===== config.mk =====
export PLATFORM = sky130hd
export DESIGN_NAME = dsp_core_multiply_scale_datapath
export DESIGN_NICKNAME = d
export VERILOG_FILES = /design/src/dsp_core_pkg.sv /design/src/dsp_core_multiply_scale_datapath.sv
export VERILOG_INCLUDE_DIRS = /design/src /design/src/src
export SDC_FILE = /design/constraint.sdc
export NUM_CORES = 2
export LEC_CHECK = 0
export BUFFER_PORTS_ARGS = -buffer_cell sky130_fd_sc_hd__buf_2
export CELL_PAD_IN_SITES_DETAIL_PLACEMENT = 2
export CELL_PAD_IN_SITES_GLOBAL_PLACEMENT = 2
export CORE_MARGIN = 4
export CORE_UTILIZATION = 40
export CTS_CLUSTER_SIZE = 20
export DETAILED_ROUTE_END_ITERATION = 12
export PLACE_DENSITY = 0.81
export REMOVE_ABC_BUFFERS = 1
export SETUP_SLACK_MARGIN = 0.1
export SLEW_MARGIN = 15
export SYNTH_ARGS = -nofsm -noshare
export SYNTH_HDL_FRONTEND = slang
export SYNTH_SLANG_ARGS = --single-unit

===== constraint.sdc =====
create_clock -name mclk -period 9.4 [get_ports mclk]
set_input_delay 0.94 -clock mclk [delete_from_list [all_inputs] [get_ports mclk]]
set_output_delay 0.94 -clock mclk [all_outputs]
set_load 0.01 [all_outputs]

===== src/dsp_core_cfg.svh =====
// constants for the multiply and scale datapath
`ifndef DSP_CORE_CFG_SVH
`define DSP_CORE_CFG_SVH
`define DATA_W 16
`define PROD_W 32
`define IN_SHIFT_MAX 5'h10
`define PROD_SHIFT_LEFT_A 1
`define PROD_SHIFT_LEFT_B 4
`define PROD_SHIFT_RIGHT 6
`define STACK_DEPTH 8
`define TRAP_COUNT 32
`define TRAP_BASE 16'h0000
`define TRAP_STRIDE_SHIFT 1
`define ADDR_RST 16'h0000
`define ACC_RST 32'h0000_0000
`define PROD_RST 32'h0000_0000
`define OPND_RST 16'h0000
`define CARRY_RST 1'h1
`endif


===== src/dsp_core_pkg.sv =====
// types for the multiply and scale datapath
package dsp_core_pkg;
  typedef enum logic [4:0] {
    OP_NOP, OP_LOAD_ACC, OP_ADD, OP_SUB,
    OP_LOAD_ACC_DYN, OP_ADD_DYN, OP_SUB_DYN,
    OP_LOAD_OPND, OP_MULTIPLY, OP_LOAD_PROD_ACC, OP_ADD_PROD, OP_SUB_PROD,
    OP_BIT_DYN, OP_STORE_ACC, OP_STORE_PROD,
    OP_SHIFT_ACC, OP_ROTATE_ACC,
    OP_BRANCH, OP_CALL, OP_RETURN, OP_TRAP, OP_PUSH, OP_POP, OP_BLOCK
  } op_t;
  typedef enum logic [1:0] {PM_NONE, PM_LEFT_A, PM_LEFT_B, PM_RIGHT} pm_t;
  typedef enum logic [2:0] {COND_ALWAYS, COND_EQ, COND_NE, COND_LT, COND_GT, COND_TC, COND_C} cond_t;
endpackage


===== src/dsp_core_multiply_scale_datapath.sv =====
// multiply, scale and program-address datapath of the signal-processor core
`timescale 1ns/1ps
`include "dsp_core_cfg.svh"

module dsp_core_multiply_scale_datapath #(
  parameter int STACK_DEPTH = `STACK_DEPTH
) (
  // clock and reset
  input wire logic mclk,
  input wire logic sys_rst,
  // decoded instruction
  input wire logic op_valid,
  input wire dsp_core_pkg::op_t op,
  input wire logic signed_mode,
  input wire logic sign_ext,
  input wire logic [4:0] shift_amt,
  input wire dsp_core_pkg::pm_t pm_mode,
  input wire logic [2:0] out_shift,
  input wire logic out_high,
  input wire dsp_core_pkg::cond_t cond,
  input wire logic [15:0] target,
  input wire logic [4:0] trap_num,
  input wire logic [15:0] block_len,
  // data buses
  input wire logic [15:0] data_in,
  output logic [15:0] data_write_bus,
  output logic data_write_valid,
  // program memory
  input wire logic mem_ready,
  output logic [15:0] program_address_bus,
  // state
  output logic [31:0] accumulator,
  output logic [31:0] product_register,
  output logic [15:0] multiplier_operand_register,
  output logic test_flag,
  output logic carry,
  output logic [3:0] stack_depth,
  output logic stack_error,
  output logic block_active
);

  // ----------------------------------------
  // decode helpers
  // ----------------------------------------
  function automatic logic is_dyn(dsp_core_pkg::op_t o);
    return o == dsp_core_pkg::OP_LOAD_ACC_DYN || o == dsp_core_pkg::OP_ADD_DYN || o == dsp_core_pkg::OP_SUB_DYN;
  endfunction

  function automatic logic is_push(dsp_core_pkg::op_t o);
    return o == dsp_core_pkg::OP_CALL || o == dsp_core_pkg::OP_TRAP || o == dsp_core_pkg::OP_PUSH;
  endfunction

  function automatic logic is_pop(dsp_core_pkg::op_t o);
    return o == dsp_core_pkg::OP_RETURN || o == dsp_core_pkg::OP_POP;
  endfunction

  // ----------------------------------------
  // controller: issue, stall and conditions
  // ----------------------------------------
  // a wait state freezes every stage but the data_write_valid strobe, which drops to 0, so nothing issues twice
  logic take;
  logic cond_true;
  assign take = op_valid && mem_ready;

  always_comb begin
    case (cond)
      dsp_core_pkg::COND_ALWAYS: cond_true = 1'b1;
      dsp_core_pkg::COND_EQ: cond_true = accumulator == 32'h0000_0000;
      dsp_core_pkg::COND_NE: cond_true = accumulator != 32'h0000_0000;
      dsp_core_pkg::COND_LT: cond_true = accumulator[31];
      dsp_core_pkg::COND_GT: cond_true = !accumulator[31] && accumulator != 32'h0000_0000;
      dsp_core_pkg::COND_TC: cond_true = test_flag;
      dsp_core_pkg::COND_C: cond_true = carry;
      default: cond_true = 1'b0;
    endcase
  end

  // ----------------------------------------
  // input scaler
  // ----------------------------------------
  logic [4:0] raw_shift;
  logic [4:0] in_shift;
  logic [31:0] in_ext;
  logic [31:0] in_scaled;
  assign raw_shift = is_dyn(op) ? {1'b0, multiplier_operand_register[3:0]} : shift_amt;
  assign in_shift = raw_shift > `IN_SHIFT_MAX ? `IN_SHIFT_MAX : raw_shift;
  assign in_ext = sign_ext ? {{16{data_in[15]}}, data_in} : {16'h0000, data_in};
  // combinational so a shifted load costs the same cycle as a plain one
  assign in_scaled = in_ext << in_shift;

  // ----------------------------------------
  // multiplier and product scaler
  // ----------------------------------------
  logic [31:0] product;
  logic [31:0] prod_scaled;
  always_comb begin
    if (signed_mode) begin
      product = 32'($signed(multiplier_operand_register) * $signed(data_in));
    end else begin
      product = 32'(multiplier_operand_register * data_in);
    end
  end

  always_comb begin
    case (pm_mode)
      dsp_core_pkg::PM_NONE: prod_scaled = product_register;
      dsp_core_pkg::PM_LEFT_A: prod_scaled = product_register << `PROD_SHIFT_LEFT_A;
      dsp_core_pkg::PM_LEFT_B: prod_scaled = product_register << `PROD_SHIFT_LEFT_B;
      dsp_core_pkg::PM_RIGHT: prod_scaled = 32'($signed(product_register) >>> `PROD_SHIFT_RIGHT);
      default: prod_scaled = product_register;
    endcase
  end

  // ----------------------------------------
  // output scaler
  // ----------------------------------------
  logic [31:0] out_scaled;
  assign out_scaled = accumulator << out_shift;

  // ----------------------------------------
  // operand and product registers
  // ----------------------------------------
  always_ff @(posedge mclk) begin
    if (sys_rst) begin
      multiplier_operand_register <= `OPND_RST;
    end else if (take && op == dsp_core_pkg::OP_LOAD_OPND) begin
      multiplier_operand_register <= data_in;
    end
  end

  always_ff @(posedge mclk) begin
    if (sys_rst) begin
      product_register <= `PROD_RST;
    end else if (take && op == dsp_core_pkg::OP_MULTIPLY) begin
      product_register <= product;
    end
  end

  // ----------------------------------------
  // accumulator and status
  // ----------------------------------------
  always_ff @(posedge mclk) begin
    if (sys_rst) begin
      accumulator <= `ACC_RST;
      carry <= `CARRY_RST;
    end else if (take) begin
      case (op)
        dsp_core_pkg::OP_LOAD_ACC, dsp_core_pkg::OP_LOAD_ACC_DYN: accumulator <= in_scaled;
        dsp_core_pkg::OP_ADD, dsp_core_pkg::OP_ADD_DYN: {carry, accumulator} <= {1'b0, accumulator} + {1'b0, in_scaled};
        dsp_core_pkg::OP_SUB, dsp_core_pkg::OP_SUB_DYN: begin
          accumulator <= accumulator - in_scaled;
          carry <= accumulator >= in_scaled;
        end
        dsp_core_pkg::OP_LOAD_PROD_ACC: accumulator <= prod_scaled;
        dsp_core_pkg::OP_ADD_PROD: {carry, accumulator} <= {1'b0, accumulator} + {1'b0, prod_scaled};
        dsp_core_pkg::OP_SUB_PROD: begin
          accumulator <= accumulator - prod_scaled;
          carry <= accumulator >= prod_scaled;
        end
        dsp_core_pkg::OP_SHIFT_ACC: {carry, accumulator} <= {accumulator, 1'b0};
        dsp_core_pkg::OP_ROTATE_ACC: {carry, accumulator} <= {accumulator, carry};
        default: accumulator <= accumulator;
      endcase
    end
  end

  always_ff @(posedge mclk) begin
    if (sys_rst) begin
      test_flag <= 1'b0;
    end else if (take && op == dsp_core_pkg::OP_BIT_DYN) begin
      test_flag <= data_in[multiplier_operand_register[3:0]];
    end
  end

  // ----------------------------------------
  // data-write bus
  // ----------------------------------------
  always_ff @(posedge mclk) begin
    if (sys_rst) begin
      data_write_bus <= 16'h0000;
      data_write_valid <= 1'b0;
    end else begin
      data_write_valid <= take && (op == dsp_core_pkg::OP_STORE_ACC || op == dsp_core_pkg::OP_STORE_PROD);
      if (take && op == dsp_core_pkg::OP_STORE_ACC) begin
        data_write_bus <= out_high ? out_scaled[31:16] : out_scaled[15:0];
      end else if (take && op == dsp_core_pkg::OP_STORE_PROD) begin
        data_write_bus <= out_high ? prod_scaled[31:16] : prod_scaled[15:0];
      end
    end
  end

  // ----------------------------------------
  // return stack
  // ----------------------------------------
  logic [15:0] next_address_register;
  logic [15:0] current_address_register;
  logic [15:0] stack_mem [STACK_DEPTH];
  logic [15:0] stack_top;
  logic [15:0] pc_inc;
  logic want_push;
  logic want_pop;
  logic do_push;
  logic do_pop;
  assign pc_inc = next_address_register + 16'h0001;
  assign stack_top = stack_depth == 4'h0 ? 16'h0000 : stack_mem[3'(stack_depth - 4'h1)];
  // address ops are ignored during a block, so they must not touch the stack either
  assign want_push = take && is_push(op) && (op == dsp_core_pkg::OP_PUSH
    || (!block_active && (op != dsp_core_pkg::OP_CALL || cond_true)));
  assign want_pop = take && is_pop(op) && (op == dsp_core_pkg::OP_POP || !block_active);
  assign do_push = want_push && stack_depth < 4'(STACK_DEPTH);
  assign do_pop = want_pop && stack_depth != 4'h0;

  always_ff @(posedge mclk) begin
    if (sys_rst) begin
      stack_depth <= 4'h0;
      stack_error <= 1'b0;
    end else begin
      if (do_push) begin
        stack_mem[3'(stack_depth)] <= op == dsp_core_pkg::OP_PUSH ? accumulator[15:0] : pc_inc;
        stack_depth <= stack_depth + 4'h1;
      end else if (do_pop) begin
        stack_depth <= stack_depth - 4'h1;
      end
      // a ninth push is dropped: the hardware stack has no spill to memory
      if ((want_push && stack_depth == 4'(STACK_DEPTH)) || (want_pop && stack_depth == 4'h0)) begin
        stack_error <= 1'b1;
      end
    end
  end

  // ----------------------------------------
  // program address generation
  // ----------------------------------------
  logic [15:0] micro_stack;
  logic [15:0] block_count;
  logic [15:0] next_next_address_register;
  assign program_address_bus = current_address_register;

  always_comb begin
    next_next_address_register = pc_inc;
    if (block_active && block_count == 16'h0000) begin
      next_next_address_register = micro_stack;
    end else if (!block_active && take) begin
      case (op)
        dsp_core_pkg::OP_BRANCH, dsp_core_pkg::OP_CALL: if (cond_true) next_next_address_register = target;
        dsp_core_pkg::OP_RETURN: if (stack_depth != 4'h0) next_next_address_register = stack_top;
        dsp_core_pkg::OP_TRAP: next_next_address_register = `TRAP_BASE + (16'(trap_num) << `TRAP_STRIDE_SHIFT);
        // a zero-length block is a no-op and must not jump
        dsp_core_pkg::OP_BLOCK: if (block_len != 16'h0000) next_next_address_register = target;
        default: next_next_address_register = pc_inc;
      endcase
    end
  end

  always_ff @(posedge mclk) begin
    if (sys_rst) begin
      next_address_register <= `ADDR_RST;
      current_address_register <= `ADDR_RST;
    end else if (mem_ready) begin
      current_address_register <= next_address_register;
      next_address_register <= next_next_address_register;
    end
  end

  always_ff @(posedge mclk) begin
    if (sys_rst) begin
      micro_stack <= `ADDR_RST;
      block_count <= 16'h0000;
      block_active <= 1'b0;
    end else if (mem_ready) begin
      if (block_active) begin
        block_count <= block_count - 16'h0001;
        block_active <= block_count != 16'h0000;
      end else if (take && op == dsp_core_pkg::OP_BLOCK && block_len != 16'h0000) begin
        micro_stack <= pc_inc;
        block_count <= block_len - 16'h0001;
        block_active <= 1'b1;
      end
    end
  end

  // ----------------------------------------
  // checks
  // ----------------------------------------
  chk_par_hold_stall: assert property (@(posedge mclk) disable iff (sys_rst)
    !mem_ready |=> $stable(program_address_bus))
    else $error("bus address moved during a wait state");

  chk_par_follows_next_address_register: assert property (@(posedge mclk) disable iff (sys_rst)
    mem_ready |=> program_address_bus == $past(next_address_register))
    else $error("bus address did not take the next address");

  chk_seq_increment: assert property (@(posedge mclk) disable iff (sys_rst)
    mem_ready && !op_valid && !block_active |=> next_address_register == $past(next_address_register) + 16'h0001)
    else $error("sequential fetch did not increment");

  chk_mult_one_cycle: assert property (@(posedge mclk) disable iff (sys_rst)
    take && op == dsp_core_pkg::OP_MULTIPLY && !signed_mode
    |=> product_register == 32'($past(multiplier_operand_register) * $past(data_in)))
    else $error("unsigned product wrong or late");

  chk_prod_held: assert property (@(posedge mclk) disable iff (sys_rst)
    !(take && op == dsp_core_pkg::OP_MULTIPLY) |=> $stable(product_register))
    else $error("product changed without a multiply");

  chk_load_shift: assert property (@(posedge mclk) disable iff (sys_rst)
    take && op == dsp_core_pkg::OP_LOAD_ACC && !sign_ext && shift_amt == 5'h10
    |=> accumulator == {$past(data_in), 16'h0000})
    else $error("sixteen-bit input shift wrong");

  chk_dyn_shift: assert property (@(posedge mclk) disable iff (sys_rst)
    take && op == dsp_core_pkg::OP_LOAD_ACC_DYN && !sign_ext
    |=> accumulator == ({16'h0000, $past(data_in)} << $past(multiplier_operand_register[3:0])))
    else $error("dynamic shift count not taken from operand register");

  chk_prod_right: assert property (@(posedge mclk) disable iff (sys_rst)
    take && op == dsp_core_pkg::OP_LOAD_PROD_ACC && pm_mode == dsp_core_pkg::PM_RIGHT
    |=> accumulator == 32'($signed($past(product_register)) >>> 6))
    else $error("product right shift wrong");

  chk_store_high: assert property (@(posedge mclk) disable iff (sys_rst)
    take && op == dsp_core_pkg::OP_STORE_ACC && out_high
    |=> data_write_valid && data_write_bus == 16'($past(accumulator) << $past(out_shift) >> 16))
    else $error("output scaler high half wrong");

  chk_trap_vector: assert property (@(posedge mclk) disable iff (sys_rst)
    take && op == dsp_core_pkg::OP_TRAP && !block_active
    |=> next_address_register == 16'({$past(trap_num), 1'b0}) && stack_depth == $past(stack_depth) + 4'h1
        || $past(stack_depth) == 4'h8)
    else $error("trap vector or return push wrong");

  chk_stack_bound: assert property (@(posedge mclk) disable iff (sys_rst)
    stack_depth <= 4'(STACK_DEPTH))
    else $error("return stack deeper than eight");

  chk_reset_clear: assert property (@(posedge mclk)
    sys_rst |=> accumulator == 32'h0000_0000 && product_register == 32'h0000_0000
      && multiplier_operand_register == 16'h0000)
    else $error("datapath not cleared by reset");

endmodule // dsp_core_multiply_scale_datapath


==> results.rst <==
.. list-table::
   :header-rows: 1

   * - Metric
     - Value
   * - Outcome
     - finished, final reports clean
   * - Cts hold-fix bufs
     - 0
   * - Reg2Reg Launch Point
     - multiplier_operand_register[7]
   * - Clk slew on worst S/H paths
     - 0.06 ns
   * - Buffer depth of the longest clock path
     - 3
   * - Number of enable-type register cells in the synthesized netlist
     - 128
   * - Total Power Consumption
     - 0.004043 W
   * - Tightest Pin Transition
     - 1.096 ns
   * - H-tree level count
     - 2
   * - Most instantiated flip-flop cell in the synthesis netlist
     - sky130_fd_sc_hd__dfxtp_1
   * - Maximum number of pins on one net before global-route repair
     - 120
   * - Max incr delay on CP
     - 0.99 ns
   * - Clk_skew
     - 0.03408 ns
   * - Detailed placement HPWL
     - 138,000 um
   * - Leakage power total
     - between 15 and 20 nW
   * - Maximum net fanout on the critical path
     - 19
   * - Number of antenna violations at the first check in global routing
     - 9
   * - Worst slew margin relative to its limit
     - 0.2616
   * - Aggregate routed wire length
     - 179,300 um
   * - Total of buffers placed on input and output ports
     - 198
   * - Die ar.
     - between 0.1 and 0.15 mm2
   * - Iteration-0 DRC count of the detailed router
     - 3,238
   * - Final critical path time including I/O delays and setup
     - 7.748 ns
   * - Instance count of the mapped netlist
     - 4,575
   * - Worst path arrival time
     - a little over 8 ns
   * - Placeable core region
     - 0.09728 mm2
   * - Sequential share of the synthesized area
     - 0.1833
   * - Master cell of the clock root buffer
     - sky130_fd_sc_hd__clkbuf_16
   * - Hold wc startpoint
     - data_write_bus[1]
   * - Via density per instance
     - 6.276
   * - Number of setup violations in the final report
     - 0
   * - Type of the setup path with the least slack
     - reg -> reg
   * - Register bit total from synthesis
     - 297
   * - Number of endpoints with negative hold slack in the final report
     - 0
   * - Clock Latency Late Sink
     - 0.60 ns
   * - Worst path cell trace
     - nand2_1, fa_1, fa_1, inv_1, fa_1, fa_1, inv_1, fa_1, fa_1, inv_1, ha_1, a21o_1, a21o_1, a211oi_1, nor2_1, a311o_1, a41oi_1, xor2_1, o21ai_0, a21oi_1, nor3_1
   * - Rows
     - approximately 110
   * - Critical Path Source
     - multiplier_operand_register[7]
   * - Power Dens Cells
     - 93.85 mW/mm2
   * - Via count of the first global-routing pass
     - 41.25k
   * - Async SR Flop Fraction
     - 0
   * - Fraction of layout instances using a drive strength above 1
     - 0.1143
   * - Total placed cells including tap cells
     - 5,876
   * - Final slew viol count
     - 0
   * - Most used cell along the critical path
     - sky130_fd_sc_hd__fa_1
   * - Period utilisation layout
     - 0.8243
   * - Count of placed standard cells in the final layout, fillers left out
     - 5,953
   * - Placer Congestion
     - around 0.94
   * - Total number of clock tree sinks
     - 297
   * - Post-layout nets
     - 5,384
   * - Io pins
     - 199
   * - CP Data Required Time
     - 9.84 ns
   * - Chip Height
     - 322.0 um
   * - Worst min-delay path category
     - reg -> reg
   * - Yosys warnings
     - 0
   * - Per-cell routed wire length
     - between 30 and 40 um
   * - First-pass GRT wire length
     - 268,900 um
   * - Crit-path slowest cell
     - sky130_fd_sc_hd__dfxtp_1
   * - Number of buffers inserted to repair setup after CTS
     - 0
   * - Avg Cell Area, Syn
     - 8.619 um2
   * - Initial Util
     - 0.4054
   * - Synthesized area
     - 0.03943 mm2
   * - Congestion Overflow GR
     - 0
   * - Overall via count from detail_route
     - 37.36k
   * - Count of maximum capacitance violations
     - 0
   * - Area growth from synthesis to layout
     - 9.233%
   * - Nature of the critical path endpoint
     - flop
   * - Clock tree from TritonCTS
     - done
   * - Number of buffers inserted during clock tree synthesis
     - 38
   * - Maximum clock frequency
     - 0.1291 GHz
   * - GRT Overall Usage
     - 0.3400
   * - Number of remaining DRC errors
     - 0
   * - Initial DRT Pass Iterations
     - 7
   * - Setup TNS
     - 0 ns
   * - Number of antenna-violating nets in the routed design
     - 0
   * - Worst ir drop on vdd
     - 140.9 uV
   * - Fraction of the core area covered by cells at the end of the flow
     - 0.4428
   * - Netlist cell types
     - 102
   * - Startpoint kind of the worst setup timing path
     - flop
   * - Horizontal die dimension
     - approximately 320 um
   * - Post-cts resize count
     - 0
   * - Unrepaired setup endpoints after global routing
     - false
[cells in the mapped netlist, types with 82 or more instances]
cell / number / area share
sky130_fd_sc_hd__edfxtp_1: 128 / 0.097
sky130_fd_sc_hd__fa_1: 370 / 0.19
sky130_fd_sc_hd__nor2_1: 376 / 0.036
sky130_fd_sc_hd__o21ai_0: 189 / 0.024
sky130_fd_sc_hd__clkbuf_1: 214 / 0.020
sky130_fd_sc_hd__a211oi_1: 96 / 0.018
sky130_fd_sc_hd__mux2i_1: 107 / 0.027
sky130_fd_sc_hd__nand3_1: 82 / 0.010
sky130_fd_sc_hd__and2_1: 148 / 0.023
sky130_fd_sc_hd__a21oi_1: 285 / 0.036
sky130_fd_sc_hd__nand2_1: 379 / 0.036
sky130_fd_sc_hd__nor3_1: 86 / 0.011
sky130_fd_sc_hd__inv_1: 614 / 0.058
sky130_fd_sc_hd__ha_1: 296 / 0.094
sky130_fd_sc_hd__dfxtp_1: 169 / 0.086
[cell usage in the layout, fill, tap and decap left out, types with 128 or more instances in the layout]
cell / n
sky130_fd_sc_hd__dfxtp_1: 167
sky130_fd_sc_hd__fa_1: 370
sky130_fd_sc_hd__inv_1: 614
sky130_fd_sc_hd__nand2_1: 379
sky130_fd_sc_hd__o21ai_0: 186
sky130_fd_sc_hd__a21oi_1: 285
sky130_fd_sc_hd__and2_1: 148
sky130_fd_sc_hd__nor2_1: 373
sky130_fd_sc_hd__edfxtp_1: 128
sky130_fd_sc_hd__ha_1: 295
sky130_fd_sc_hd__buf_2: 197
[sequential cells by signal, summed over array words and instances, names as in the netlist]
register	cells
block_count	16
next_address_register	16
carry	1
data_write_bus	16
stack_error	1
program_address_bus	16
product_register	32
accumulator	32
data_write_valid	1
stack_mem	128
micro_stack	16
stack_depth	4
block_active	1
test_flag	1
multiplier_operand_register	16
[through the flow]
| stage | area (um2) | setup slack (ns) | hold WS [ns] |
|---|---|---|---|
| 6_report | 43080 | 1.652 | 0.4647 |
| 3_5_place_dp | 41800 | 1.318 | 0.4582 |
| 5_1_grt | 43070 | 1.530 | 0.4891 |
| 3_3_place_gp | 41780 | 1.697 | 0.4483 |
| 4_1_cts | 43060 | 1.699 | 0.4652 |
| 2_1_floorplan | 38380 | 2.813 | 0.4384 |
[area by class of cell]
| class | instances | area (um2) |
|---|---|---|
| antenna | 7 | 17.52 |
| clock buffer | 44 | 973.4 |
| clock inverter | 26 | 289.0 |
| fill | 10843 | 54200 |
| inverter | 616 | 2312 |
| multi-input combinational | 3398 | 28960 |
| sequential | 297 | 7229 |
| tap | 1276 | 1597 |
| timing repair buffer | 289 | 1693 |
[metal layers]
metal  global-route usage  share of wire  up-vias
met5                    0              0        -
met3              0.04486          0.058      437
met4               0.1579          0.054        0
met1               0.4319           0.41    19462
met2               0.5765           0.48     1457
li1                     -              -    16003
[cell families (layout without fill, tap and decap cells)]
family / Yosys count / in the layout / synth area share
compound gates: 1096 / 1096 / 0.1879
other cells: 0 / 7 / 0
fa+ha+maj: 666 / 666 / 0.2818
flops: 297 / 297 / 0.1833
xor+xnor: 108 / 108 / 0.02399
buf+inv: 880 / 975 / 0.08529
simple gates: 1311 / 1311 / 0.1578
mux: 217 / 217 / 0.07999
[where the power goes]
part           internal, W  switching, W  total [W]
Combinational     0.000357      0.000765    0.00112
Clock             0.000865      0.000683    0.00155
Sequential         0.00135     0.0000207    0.00137
Total              0.00257       0.00147    0.00404
[path summary, 6_finish.rpt]
path / end / slack (ns) / cells past startpoint
min: data_write_bus[1] / 0.46 / 2
max reg2reg: product_register[23] / 1.65 / 21
max: product_register[23] / 1.65 / 21
min reg2reg: data_write_bus[1] / 0.46 / 2
[worst max-delay path: cells and delay by family (launching register included)]
family | cells | cell delay, ns
flops | 1 | 0.99
fa+ha+maj | 7 | 3.47
buf+inv | 3 | 0.18
xor+xnor | 1 | 0.24
compound gates | 7 | 2.19
simple gates | 3 | 0.53
Power figures use the tool's default switching activity.
